==> config.mk <==
export PLATFORM = sky130hd
export DESIGN_NAME = acqsc_top
export DESIGN_NICKNAME = d
export VERILOG_FILES = /design/src/rtl/acqsc_pkg.sv /design/src/rtl/acqsc_top.sv
export SDC_FILE = /design/constraint.sdc
export NUM_CORES = 1
export LEC_CHECK = 0
export BUFFER_PORTS_ARGS = -buffer_cell sky130_fd_sc_hd__buf_2
export CELL_PAD_IN_SITES_DETAIL_PLACEMENT = 1
export CELL_PAD_IN_SITES_GLOBAL_PLACEMENT = 2
export CORE_ASPECT_RATIO = 0.7
export CORE_UTILIZATION = 20
export DETAILED_ROUTE_END_ITERATION = 8
export PLACE_DENSITY = 0.74
export SYNTH_ARGS = -nofsm -noshare
export SYNTH_HDL_FRONTEND = slang
export SYNTH_SLANG_ARGS = --single-unit
==> constraint.sdc <==
create_clock -name REF_CLK_I -period 0.8 [get_ports REF_CLK_I]
set_input_delay 0.2 -clock REF_CLK_I [delete_from_list [all_inputs] [get_ports REF_CLK_I]]
set_output_delay 0.2 -clock REF_CLK_I [all_outputs]
set_load 0.02 [all_outputs]
==> src/rtl/acqsc_pkg.sv <==
// constants for the acquisition status and chain control block
package acqsc_pkg;
   // address windows and offsets
   localparam logic [15:0] ACQSC_BASE_BLK    = 16'h0200;
   localparam logic [15:0] ACQSC_BASE_NBLK   = 16'h0300;
   localparam logic [15:0] ACQSC_WIN_SIZE    = 16'h0100;
   localparam logic [7:0]  ACQSC_OFF_SR_HI   = 8'h5a;
   localparam logic [7:0]  ACQSC_OFF_SR_LO   = 8'h5b;
   localparam logic [7:0]  ACQSC_OFF_ACC1    = 8'h5c;
   // high status byte fields
   localparam int ACQSC_B_CUR_DONE  = 0;
   localparam int ACQSC_B_VOLT_DONE = 1;
   localparam int ACQSC_B_ITMP_DONE = 2;
   localparam int ACQSC_B_ETMP_DONE = 3;
   localparam int ACQSC_B_CUR_OVR   = 4;
   localparam int ACQSC_B_VOLT_OVR  = 5;
   localparam int ACQSC_B_GAIN_CHG  = 6;
   // low status byte fields
   localparam int ACQSC_B_VHIGH     = 4;
   localparam int ACQSC_B_SHUNT     = 7;
   // chain control fields
   localparam int ACQSC_B_AUTO_GAIN = 0;
   localparam int ACQSC_B_VC_CHOP   = 1;
   localparam int ACQSC_B_INT_CHOP  = 2;
   localparam int ACQSC_B_EXT_CHOP  = 3;
   localparam int ACQSC_B_LPF       = 4;
   localparam int ACQSC_B_CUR_COMP  = 5;
   localparam int ACQSC_B_VOLT_COMP = 6;
   localparam int ACQSC_B_TEMP_COMP = 7;
   localparam int ACQSC_MASK_SHIFT  = 8;
   // top bit of the per-channel chopper activity field
   localparam int ACQSC_CHOP_MSB    = 3;
   localparam logic [7:0]  ACQSC_ACC1_RST   = 8'he1;
   localparam logic [15:0] ACQSC_VHIGH_CODE = 16'hdac0;
   localparam logic [7:0]  ACQSC_ZERO8      = 8'h00;
endpackage

==> src/rtl/acqsc_top.sv <==
// acquisition status flags and chain control register
//
// Functional notes
// - External temperature done sets status high bit 3; write one clears.
// - Internal temperature done sets status high bit 2; write one clears.
// - Voltage done sets status high bit 1; write one clears.
// - Current done sets status high bit 0; write one clears.
// - No interrupt for temperature, gain-change or overwrite flags.
// - New result latched before previous was read sets overwrite flag.
// - Status low bit 7 shows shunt open, valid with check enabled in normal mode.
// - Status low bit 4 high while voltage result at or above 0xdac0.
// - Status low bits 3..0 show chopper activity per channel.
// - Status low byte at 0x5b is read-only; writes ignored.
// - Chain control register accepts only full 16-bit accesses.
// - Control bit 7..0 written only when mask bit eight higher is one.
// - Control bit 7 enables temperature offset and gain compensation.
// - Control bit 6 enables voltage offset and gain compensation.
// - Offsets decode from base 0x0200 blocking and 0x300 non-blocking.
// - Bit 5 enables current compensation, bit 4 the low-pass filter.
// - Bits 3, 2, 1 enable external, internal, volt/current chopper.
// - Bit 0 selects automatic gain; clear uses manual three-bit gain.
`timescale 1ns/1ps
module acqsc_top
   import acqsc_pkg::*;
(
   input  wire logic        REF_CLK_I,
   input  wire logic        RST_N_I,
   input  wire logic [15:0] ADDR_I,
   input  wire logic        WR_I,
   input  wire logic        RD_I,
   input  wire logic        WIDE_I,
   input  wire logic [15:0] WDATA_I,
   output logic      [15:0] RDATA_O,
   output logic             ACC_ERR_O,
   input  wire logic        ETMP_DONE_I,
   input  wire logic        ITMP_DONE_I,
   input  wire logic        VOLT_DONE_I,
   input  wire logic        CUR_DONE_I,
   input  wire logic [15:0] VOLT_RESULT_I,
   input  wire logic        VOLT_RESULT_RD_I,
   input  wire logic        CUR_RESULT_RD_I,
   input  wire logic        GAIN_CHANGED_I,
   input  wire logic        SHUNT_OPEN_I,
   input  wire logic        SHUNT_CHECK_ENABLE_I,
   input  wire logic        NORMAL_MODE_I,
   input  wire logic [2:0]  MANUAL_GAIN_SETTING_I,
   input  wire logic [3:0]  CHOP_ACTIVE_I,
   output logic             TEMP_COMPENSATION_ENABLE_O,
   output logic             VOLTAGE_COMPENSATION_ENABLE_O,
   output logic             CURRENT_COMPENSATION_ENABLE_O,
   output logic             LOWPASS_ENABLE_O,
   output logic             EXT_TEMP_CHOPPER_O,
   output logic             INT_TEMP_CHOPPER_O,
   output logic             VOLT_CURR_CHOPPER_ENABLE_O,
   output logic             AUTO_GAIN_ENABLE_O,
   output logic [2:0]       MANUAL_GAIN_O
);

   // ************************************************************
   // address decode
   // ************************************************************

   logic [7:0]  off;
   logic        in_win;
   logic        hit_hi;
   logic        hit_lo;
   logic        hit_acc;
   logic        acc_ok;
   logic [7:0]  sr_hi;
   logic        etmp_done_r;
   logic        itmp_done_r;
   logic        volt_done_r;
   logic        cur_done_r;
   logic        volt_ovr_r;
   logic        cur_ovr_r;
   logic        gain_chg_r;
   logic [7:0]  acc1_r;
   logic [7:0]  sr_lo;
   logic        volt_unread_r;
   logic        cur_unread_r;
   logic [15:0] rdata_nxt;

   // true when the address falls in the given window
   function automatic logic acqsc_in(input logic [15:0] a,
                                     input logic [15:0] base);
      acqsc_in = (a >= base) && (a < (base + ACQSC_WIN_SIZE));
   endfunction

   always_comb
   begin
      in_win = acqsc_in(ADDR_I, ACQSC_BASE_BLK) ||
               acqsc_in(ADDR_I, ACQSC_BASE_NBLK);
      off    = ADDR_I[7:0];
   end

   // true when the decoded offset names the given register
   function automatic logic acqsc_hit(input logic       win,
                                      input logic [7:0] o,
                                      input logic [7:0] target);
      acqsc_hit = win && (o == target);
   endfunction

   assign hit_hi  = acqsc_hit(in_win, off, ACQSC_OFF_SR_HI);
   assign hit_lo  = acqsc_hit(in_win, off, ACQSC_OFF_SR_LO);
   assign hit_acc = acqsc_hit(in_win, off, ACQSC_OFF_ACC1);
   assign acc_ok  = hit_acc && WIDE_I;

   // ************************************************************
   // sticky status flags
   // ************************************************************

   // next value of one write-one-to-clear flag; a set beats the clear
   function automatic logic acqsc_w1c(input logic cur, input logic set,
                                      input logic clr);
      acqsc_w1c = set | (cur & ~clr);
   endfunction

   logic       clr_en;
   logic [7:0] clr_bits;
   logic       volt_ovr_set;
   logic       cur_ovr_set;

   assign clr_en   = WR_I && hit_hi;
   assign clr_bits = clr_en ? WDATA_I[7:0] : ACQSC_ZERO8;

   // result latched while the previous one is still unread
   assign volt_ovr_set = VOLT_DONE_I && volt_unread_r && !VOLT_RESULT_RD_I;
   assign cur_ovr_set  = CUR_DONE_I && cur_unread_r && !CUR_RESULT_RD_I;

   // voltage result waiting to be read
   always_ff @(posedge REF_CLK_I or negedge RST_N_I)
   begin
      if (!RST_N_I)
         volt_unread_r <= 1'b0;
      else
         volt_unread_r <= VOLT_DONE_I | (volt_unread_r & ~VOLT_RESULT_RD_I);
   end

   // current result waiting to be read
   always_ff @(posedge REF_CLK_I or negedge RST_N_I)
   begin
      if (!RST_N_I)
         cur_unread_r <= 1'b0;
      else
         cur_unread_r <= CUR_DONE_I | (cur_unread_r & ~CUR_RESULT_RD_I);
   end

   // sticky flags are polled only, no interrupt path
   always_ff @(posedge REF_CLK_I or negedge RST_N_I)
   begin
      if (!RST_N_I)
         etmp_done_r <= 1'b0;
      else
         etmp_done_r <= acqsc_w1c(etmp_done_r, ETMP_DONE_I,
                                  clr_bits[ACQSC_B_ETMP_DONE]);
   end

   always_ff @(posedge REF_CLK_I or negedge RST_N_I)
   begin
      if (!RST_N_I)
         itmp_done_r <= 1'b0;
      else
         itmp_done_r <= acqsc_w1c(itmp_done_r, ITMP_DONE_I,
                                  clr_bits[ACQSC_B_ITMP_DONE]);
   end

   always_ff @(posedge REF_CLK_I or negedge RST_N_I)
   begin
      if (!RST_N_I)
         volt_done_r <= 1'b0;
      else
         volt_done_r <= acqsc_w1c(volt_done_r, VOLT_DONE_I,
                                  clr_bits[ACQSC_B_VOLT_DONE]);
   end

   always_ff @(posedge REF_CLK_I or negedge RST_N_I)
   begin
      if (!RST_N_I)
         cur_done_r <= 1'b0;
      else
         cur_done_r <= acqsc_w1c(cur_done_r, CUR_DONE_I,
                                 clr_bits[ACQSC_B_CUR_DONE]);
   end

   always_ff @(posedge REF_CLK_I or negedge RST_N_I)
   begin
      if (!RST_N_I)
         volt_ovr_r <= 1'b0;
      else
         volt_ovr_r <= acqsc_w1c(volt_ovr_r, volt_ovr_set,
                                 clr_bits[ACQSC_B_VOLT_OVR]);
   end

   always_ff @(posedge REF_CLK_I or negedge RST_N_I)
   begin
      if (!RST_N_I)
         cur_ovr_r <= 1'b0;
      else
         cur_ovr_r <= acqsc_w1c(cur_ovr_r, cur_ovr_set,
                                clr_bits[ACQSC_B_CUR_OVR]);
   end

   // gain change flag, polled like the others
   always_ff @(posedge REF_CLK_I or negedge RST_N_I)
   begin
      if (!RST_N_I)
         gain_chg_r <= 1'b0;
      else
         gain_chg_r <= acqsc_w1c(gain_chg_r, GAIN_CHANGED_I,
                                 clr_bits[ACQSC_B_GAIN_CHG]);
   end

   // high status byte; the low-voltage reset flag lives elsewhere
   always_comb
   begin
      sr_hi                    = ACQSC_ZERO8;
      sr_hi[ACQSC_B_ETMP_DONE] = etmp_done_r;
      sr_hi[ACQSC_B_ITMP_DONE] = itmp_done_r;
      sr_hi[ACQSC_B_VOLT_DONE] = volt_done_r;
      sr_hi[ACQSC_B_CUR_DONE]  = cur_done_r;
      sr_hi[ACQSC_B_VOLT_OVR]  = volt_ovr_r;
      sr_hi[ACQSC_B_CUR_OVR]   = cur_ovr_r;
      sr_hi[ACQSC_B_GAIN_CHG]  = gain_chg_r;
   end

   // ************************************************************
   // live status byte
   // ************************************************************

   always_comb
   begin
      sr_lo = ACQSC_ZERO8;
      sr_lo[ACQSC_B_SHUNT] = SHUNT_OPEN_I && SHUNT_CHECK_ENABLE_I &&
                             NORMAL_MODE_I;
      sr_lo[ACQSC_B_VHIGH] = (VOLT_RESULT_I >= ACQSC_VHIGH_CODE);
      sr_lo[ACQSC_CHOP_MSB:0] = CHOP_ACTIVE_I;
   end

   // ************************************************************
   // chain control register
   // ************************************************************

   always_ff @(posedge REF_CLK_I or negedge RST_N_I)
   begin
      if (!RST_N_I)
         acc1_r <= ACQSC_ACC1_RST;
      else if (WR_I && acc_ok)
         acc1_r <= (WDATA_I[15:ACQSC_MASK_SHIFT] & WDATA_I[7:0]) |
                   (~WDATA_I[15:ACQSC_MASK_SHIFT] & acc1_r);
   end

   assign TEMP_COMPENSATION_ENABLE_O    = acc1_r[ACQSC_B_TEMP_COMP];
   assign VOLTAGE_COMPENSATION_ENABLE_O = acc1_r[ACQSC_B_VOLT_COMP];
   assign CURRENT_COMPENSATION_ENABLE_O = acc1_r[ACQSC_B_CUR_COMP];
   assign LOWPASS_ENABLE_O              = acc1_r[ACQSC_B_LPF];
   assign EXT_TEMP_CHOPPER_O            = acc1_r[ACQSC_B_EXT_CHOP];
   assign INT_TEMP_CHOPPER_O            = acc1_r[ACQSC_B_INT_CHOP];
   assign VOLT_CURR_CHOPPER_ENABLE_O    = acc1_r[ACQSC_B_VC_CHOP];
   assign AUTO_GAIN_ENABLE_O            = acc1_r[ACQSC_B_AUTO_GAIN];
   // manual gain passed on only when auto gain is off
   assign MANUAL_GAIN_O = acc1_r[ACQSC_B_AUTO_GAIN] ? 3'h0 :
                          MANUAL_GAIN_SETTING_I;

   // ************************************************************
   // read data
   // ************************************************************

   always_comb
   begin
      rdata_nxt = 16'h0000;
      if (hit_hi)
         rdata_nxt = {ACQSC_ZERO8, sr_hi};
      else if (hit_lo)
         rdata_nxt = {ACQSC_ZERO8, sr_lo};
      else if (acc_ok)
         rdata_nxt = {ACQSC_ZERO8, acc1_r};
   end

   // registered read data, zero when no read is under way
   always_ff @(posedge REF_CLK_I or negedge RST_N_I)
   begin
      if (!RST_N_I)
         RDATA_O <= 16'h0000;
      else
         RDATA_O <= RD_I ? rdata_nxt : 16'h0000;
   end

   // byte access to chain control flagged for one cycle
   always_ff @(posedge REF_CLK_I or negedge RST_N_I)
   begin
      if (!RST_N_I)
         ACC_ERR_O <= 1'b0;
      else
         ACC_ERR_O <= (RD_I || WR_I) && hit_acc && !WIDE_I;
   end

endmodule

After elaboration in Yosys (flattened, before gate mapping)
Index checks and enable logic that the tools add are counted.
Widths: inputs -> output; s select.
{"block": "totals", "ff_bits": 34, "inputBits": 70, "output_inout_bits": 28, "wordCells": 78}
{"block": "classes", "order_cmp": 5, "n_eq_ne": 3, "muxes": 6, "n_bitwise": 31, "reduce_logical": 21}
{"cell": "$mux 16", "n": 3}
{"cell": "$ge 16x10->1 const B", "n": 2}
{"cell": "$eq 8x7->1 const B", "n": 3}
{"cell": "$and 8x8->8", "n": 2}
{"cell": "$ge 16x16->1 const B", "n": 1}
{"cell": "$logic_and 1x1->1", "n": 16}
{"cell": "$lt 16x10->1 const B", "n": 1}
{"cell": "$lt 16x11->1 const B", "n": 1}
{"cell": "$and 1x1->1", "n": 9}
{"cell": "$not 1->1", "n": 9}
{"cell": "$or 1x1->1", "n": 9}
{"cell": "$mux 8", "n": 1}
{"cell": "$not 8->8", "n": 1}
{"cell": "$or 8x8->8", "n": 1}
{"cell": "$mux 7", "n": 1}
{"cell": "$logic_not 1->1", "n": 3}
{"cell": "$mux 3", "n": 1}
{"cell": "$logic_or 1x1->1", "n": 2}

Depth between registers and ports, before layout
{"block": "logic_depth", "ltp_word": 9, "depth_mapped": 6, "ltp_nobuf": 4}

Worst setup path before layout
No wires, ideal clock.
{"block": "synth_path", "path_type": "input port to flip-flop", "from": "input ADDR_I[12]", "to": "register with a tool-made name", "setup_time_ns": 0.128, "arrival_time_ns": 1.509, "required_time_ns": 0.672, "setup_slack_ns": -0.837, "path_stages": 5, "path_buffers": 1, "cell_sequence": "or4_4 > nor3_4 > buf_6 > nand4_1 > mux2_1"}
{"item": "from (decl)", "line": "acqsc_top.sv:28", "source": "input wire logic [15:0] ADDR_I,"}

==> reports/summary.txt <==
R2R depth -> 2
hpwl dp -> 3640 µm
crit-path max FO -> 10
DR vias -> 1377
area of the die -> 0.00705 mm²
initial antenna violation count -> 1
port buffer count -> 82
max-cap viol count -> 0
Lkg Pwr -> 1.15 nW
All-Layer GR Usage -> 0.136
Worst R2R End -> RDATA_O[0]$_DFF_PN0_
Avg Inst Size Synth -> 10.9 µm²
gpl congestion -> 0.683
Synth Flop Type -> dfrtp_1
CTS sink cnt -> 26
overall power -> 0.00288 W
Die H -> 70.6 µm
Core Util, Final -> 0.371
first-pass GRT wire length -> 7450 µm
clk slew on worst S/H paths -> 0.09 ns
worst clock skew -> 0.00332 ns
Clock Path Buffers -> 2
H-tree Lvls -> 1
Synth Register Bits -> 26
synthesized cell area -> 0.00134 mm²
setup slack after layout -> -0.691 ns
power density over the cells -> 1220 mW/mm²
share of layout cells above drive strength 1 -> 0.628
f_max -> 671 MHz
Hold Path Class -> input pin to flip-flop
CP max stage cell -> or4_4
DR vias/cell -> 4.28
WS Path Type -> input pin to flip-flop
clock root cell -> clkbuf_8
WP data arrival -> 1.66 ns
Final nets -> 302
area of the multi-input gates -> 722 µm²
Fillers -> 748
Mapped Cells -> 123
Ant. Diodes -> 0
post-synthesis async set-or-reset flop share -> 1.00
WL/cell -> 14.1 µm
vias in the first global route -> 1490
CTS Buf Count -> 3
Reg area -> 656 µm²
status -> complete, but fails checks
RSZ-0062 raised after global routing -> true
Yosys warnings -> 0
Die W -> 99.9 µm
starting density of the core -> 0.211
Worst setup EP type -> flip-flop
# rows -> 24
total core area -> 0.00637 mm²
Hold Crit Depth -> 2
Peak supply drop -> 0.626 mV
Post-Route WL -> 4530 µm
Final period util -> 1.86
Iteration-0 DRC Markers -> 56
Hold Startpoint -> ITMP_DONE_I
Final ANT Viol Nets -> 0
Hold Vio Cnt, Final -> 0
grt ovf -> 0
# IOs -> 98
DP Cell Count -> 311
Area after DPL -> 0.00202 mm²
Tmin final -> 1.49 ns
TritonRoute pass-1 iters -> 3
biggest cell delay along the critical path -> 0.56 ns
Clock Latency Late Sink -> 0.28 ns
R2R setup slack -> -0.25 ns
cell area after layout -> 0.00236 mm²
Crit path required time -> 0.96 ns
Worst Setup Start Kind -> input pin
Area Growth Syn to Fin -> 75.8%
Hold Path End -> itmp_done_r$_DFF_PN0_
Final Instance Count excl. Fillers -> 322
Final Slew Violations -> 0
DRC -> 0
final setup fails -> 44
TritonCTS clock tree -> built
largest net degree at the start of global routing -> 27
failing checks -> setup timing
sequential share of the synthesized area -> 0.488
Cell Chain, Critical Path -> buf_6 > or4_4 > nor3_4 > buf_12 > nand4_1 > mux2_4
Distinct cells, synth -> 35
Post-synth EDFFs -> 0
## report_power, final
part / leakage, nW / switching, W / internal [W]
registers: 0.306 / 0.00000351 / 0.00132
logic: 0.804 / 0.000218 / 0.000232
clock network: 0.0357 / 0.000434 / 0.000670
## final cells by class
type | count | area share
inverter | 2 | 0.00318
clock buffer | 3 | 0.0175
multi-input combinational | 89 | 0.306
timing repair buffer | 110 | 0.335
sequential | 26 | 0.278
clock inverter | 1 | 0.0127
tap | 91 | 0.0483
## logic make-up after synthesis
group / after synthesis / share of synthesized area
mux: 8 / 0.0671
other cells: 1 / 0.00279
compound gates: 21 / 0.116
simple gates: 52 / 0.246
buf+inv: 15 / 0.0792
flops: 26 / 0.488
## per-stage QoR
stage	worst slack, ns	hold WS (ns)	setup TNS (ns)
2_1_floorplan	-0.833	-0.0956	-17.74
5_1_grt	-0.709	0.0837	-21.53
3_5_place_dp	-1.01	0.157	-23.66
3_3_place_gp	-0.978	0.169	-22.69
4_1_cts	-0.703	0.0907	-20.85
6_report	-0.691	0.0926	-20.22
## synth_stat cells (all sizes together), types with 4 or more instances
cell / instances / share of area
nor3: 5 / 0.027
dfstp: 4 / 0.078
nor2b: 5 / 0.023
nor2: 7 / 0.020
a22oi: 6 / 0.034
dfrtp: 22 / 0.41
a21o: 7 / 0.039
mux2: 8 / 0.067
nand4: 9 / 0.042
nand2: 10 / 0.028
buf: 11 / 0.067
nand2b: 5 / 0.023
## metal layers
metal | vias up | GRT usage | part of all wire
li1 | 647 | - | -
met1 | 668 | 0.175 | 0.44
met2 | 59 | 0.234 | 0.47
met3 | 3 | 0.0425 | 0.081
met4 | 0 | 0.0147 | 0.0042
met5 | - | 0 | 0
## cells in the final DEF, fill, tap and decap left out, drive strengths merged, types with 6 or more instances in the layout
cell type  instances
buf              109
dfrtp             22
nand2             10
nand4              9
conb               8
mux2               8
a21o               7
nor2               7
a22oi              6
## worst max-delay path by stage
stage,startpoint,end,slack (ns),cells after the start
finish,ADDR_I[10],flip-flop,-0.69,6
global route,ADDR_I[10],flip-flop,-0.71,6
CTS,ADDR_I[10],flip-flop,-0.70,6
detailed placement,ADDR_I[14],flip-flop,-1.01,6
global placement,ADDR_I[14],flip-flop,-0.98,6
floorplan,ADDR_I[14],flip-flop,-0.83,5
## what timing repair did
item                                    in CTS  in global routing
hold buffers                                 1                  0
pin swaps                                    3                  3
cloned                                       0                  0
setup buffers                                5                  1
endpoints found under the setup margin      44                 44
gates resized for setup                     51                 11
endpoints found under the hold margin       22                  0
## critical path: cells and delay by family
family / cells / cell delay (ns)
muxes: 1 / 0.32
buffers and inverters: 2 / 0.24
and+or+nand+nor: 3 / 0.90
Power figures use the tool's default switching activity.
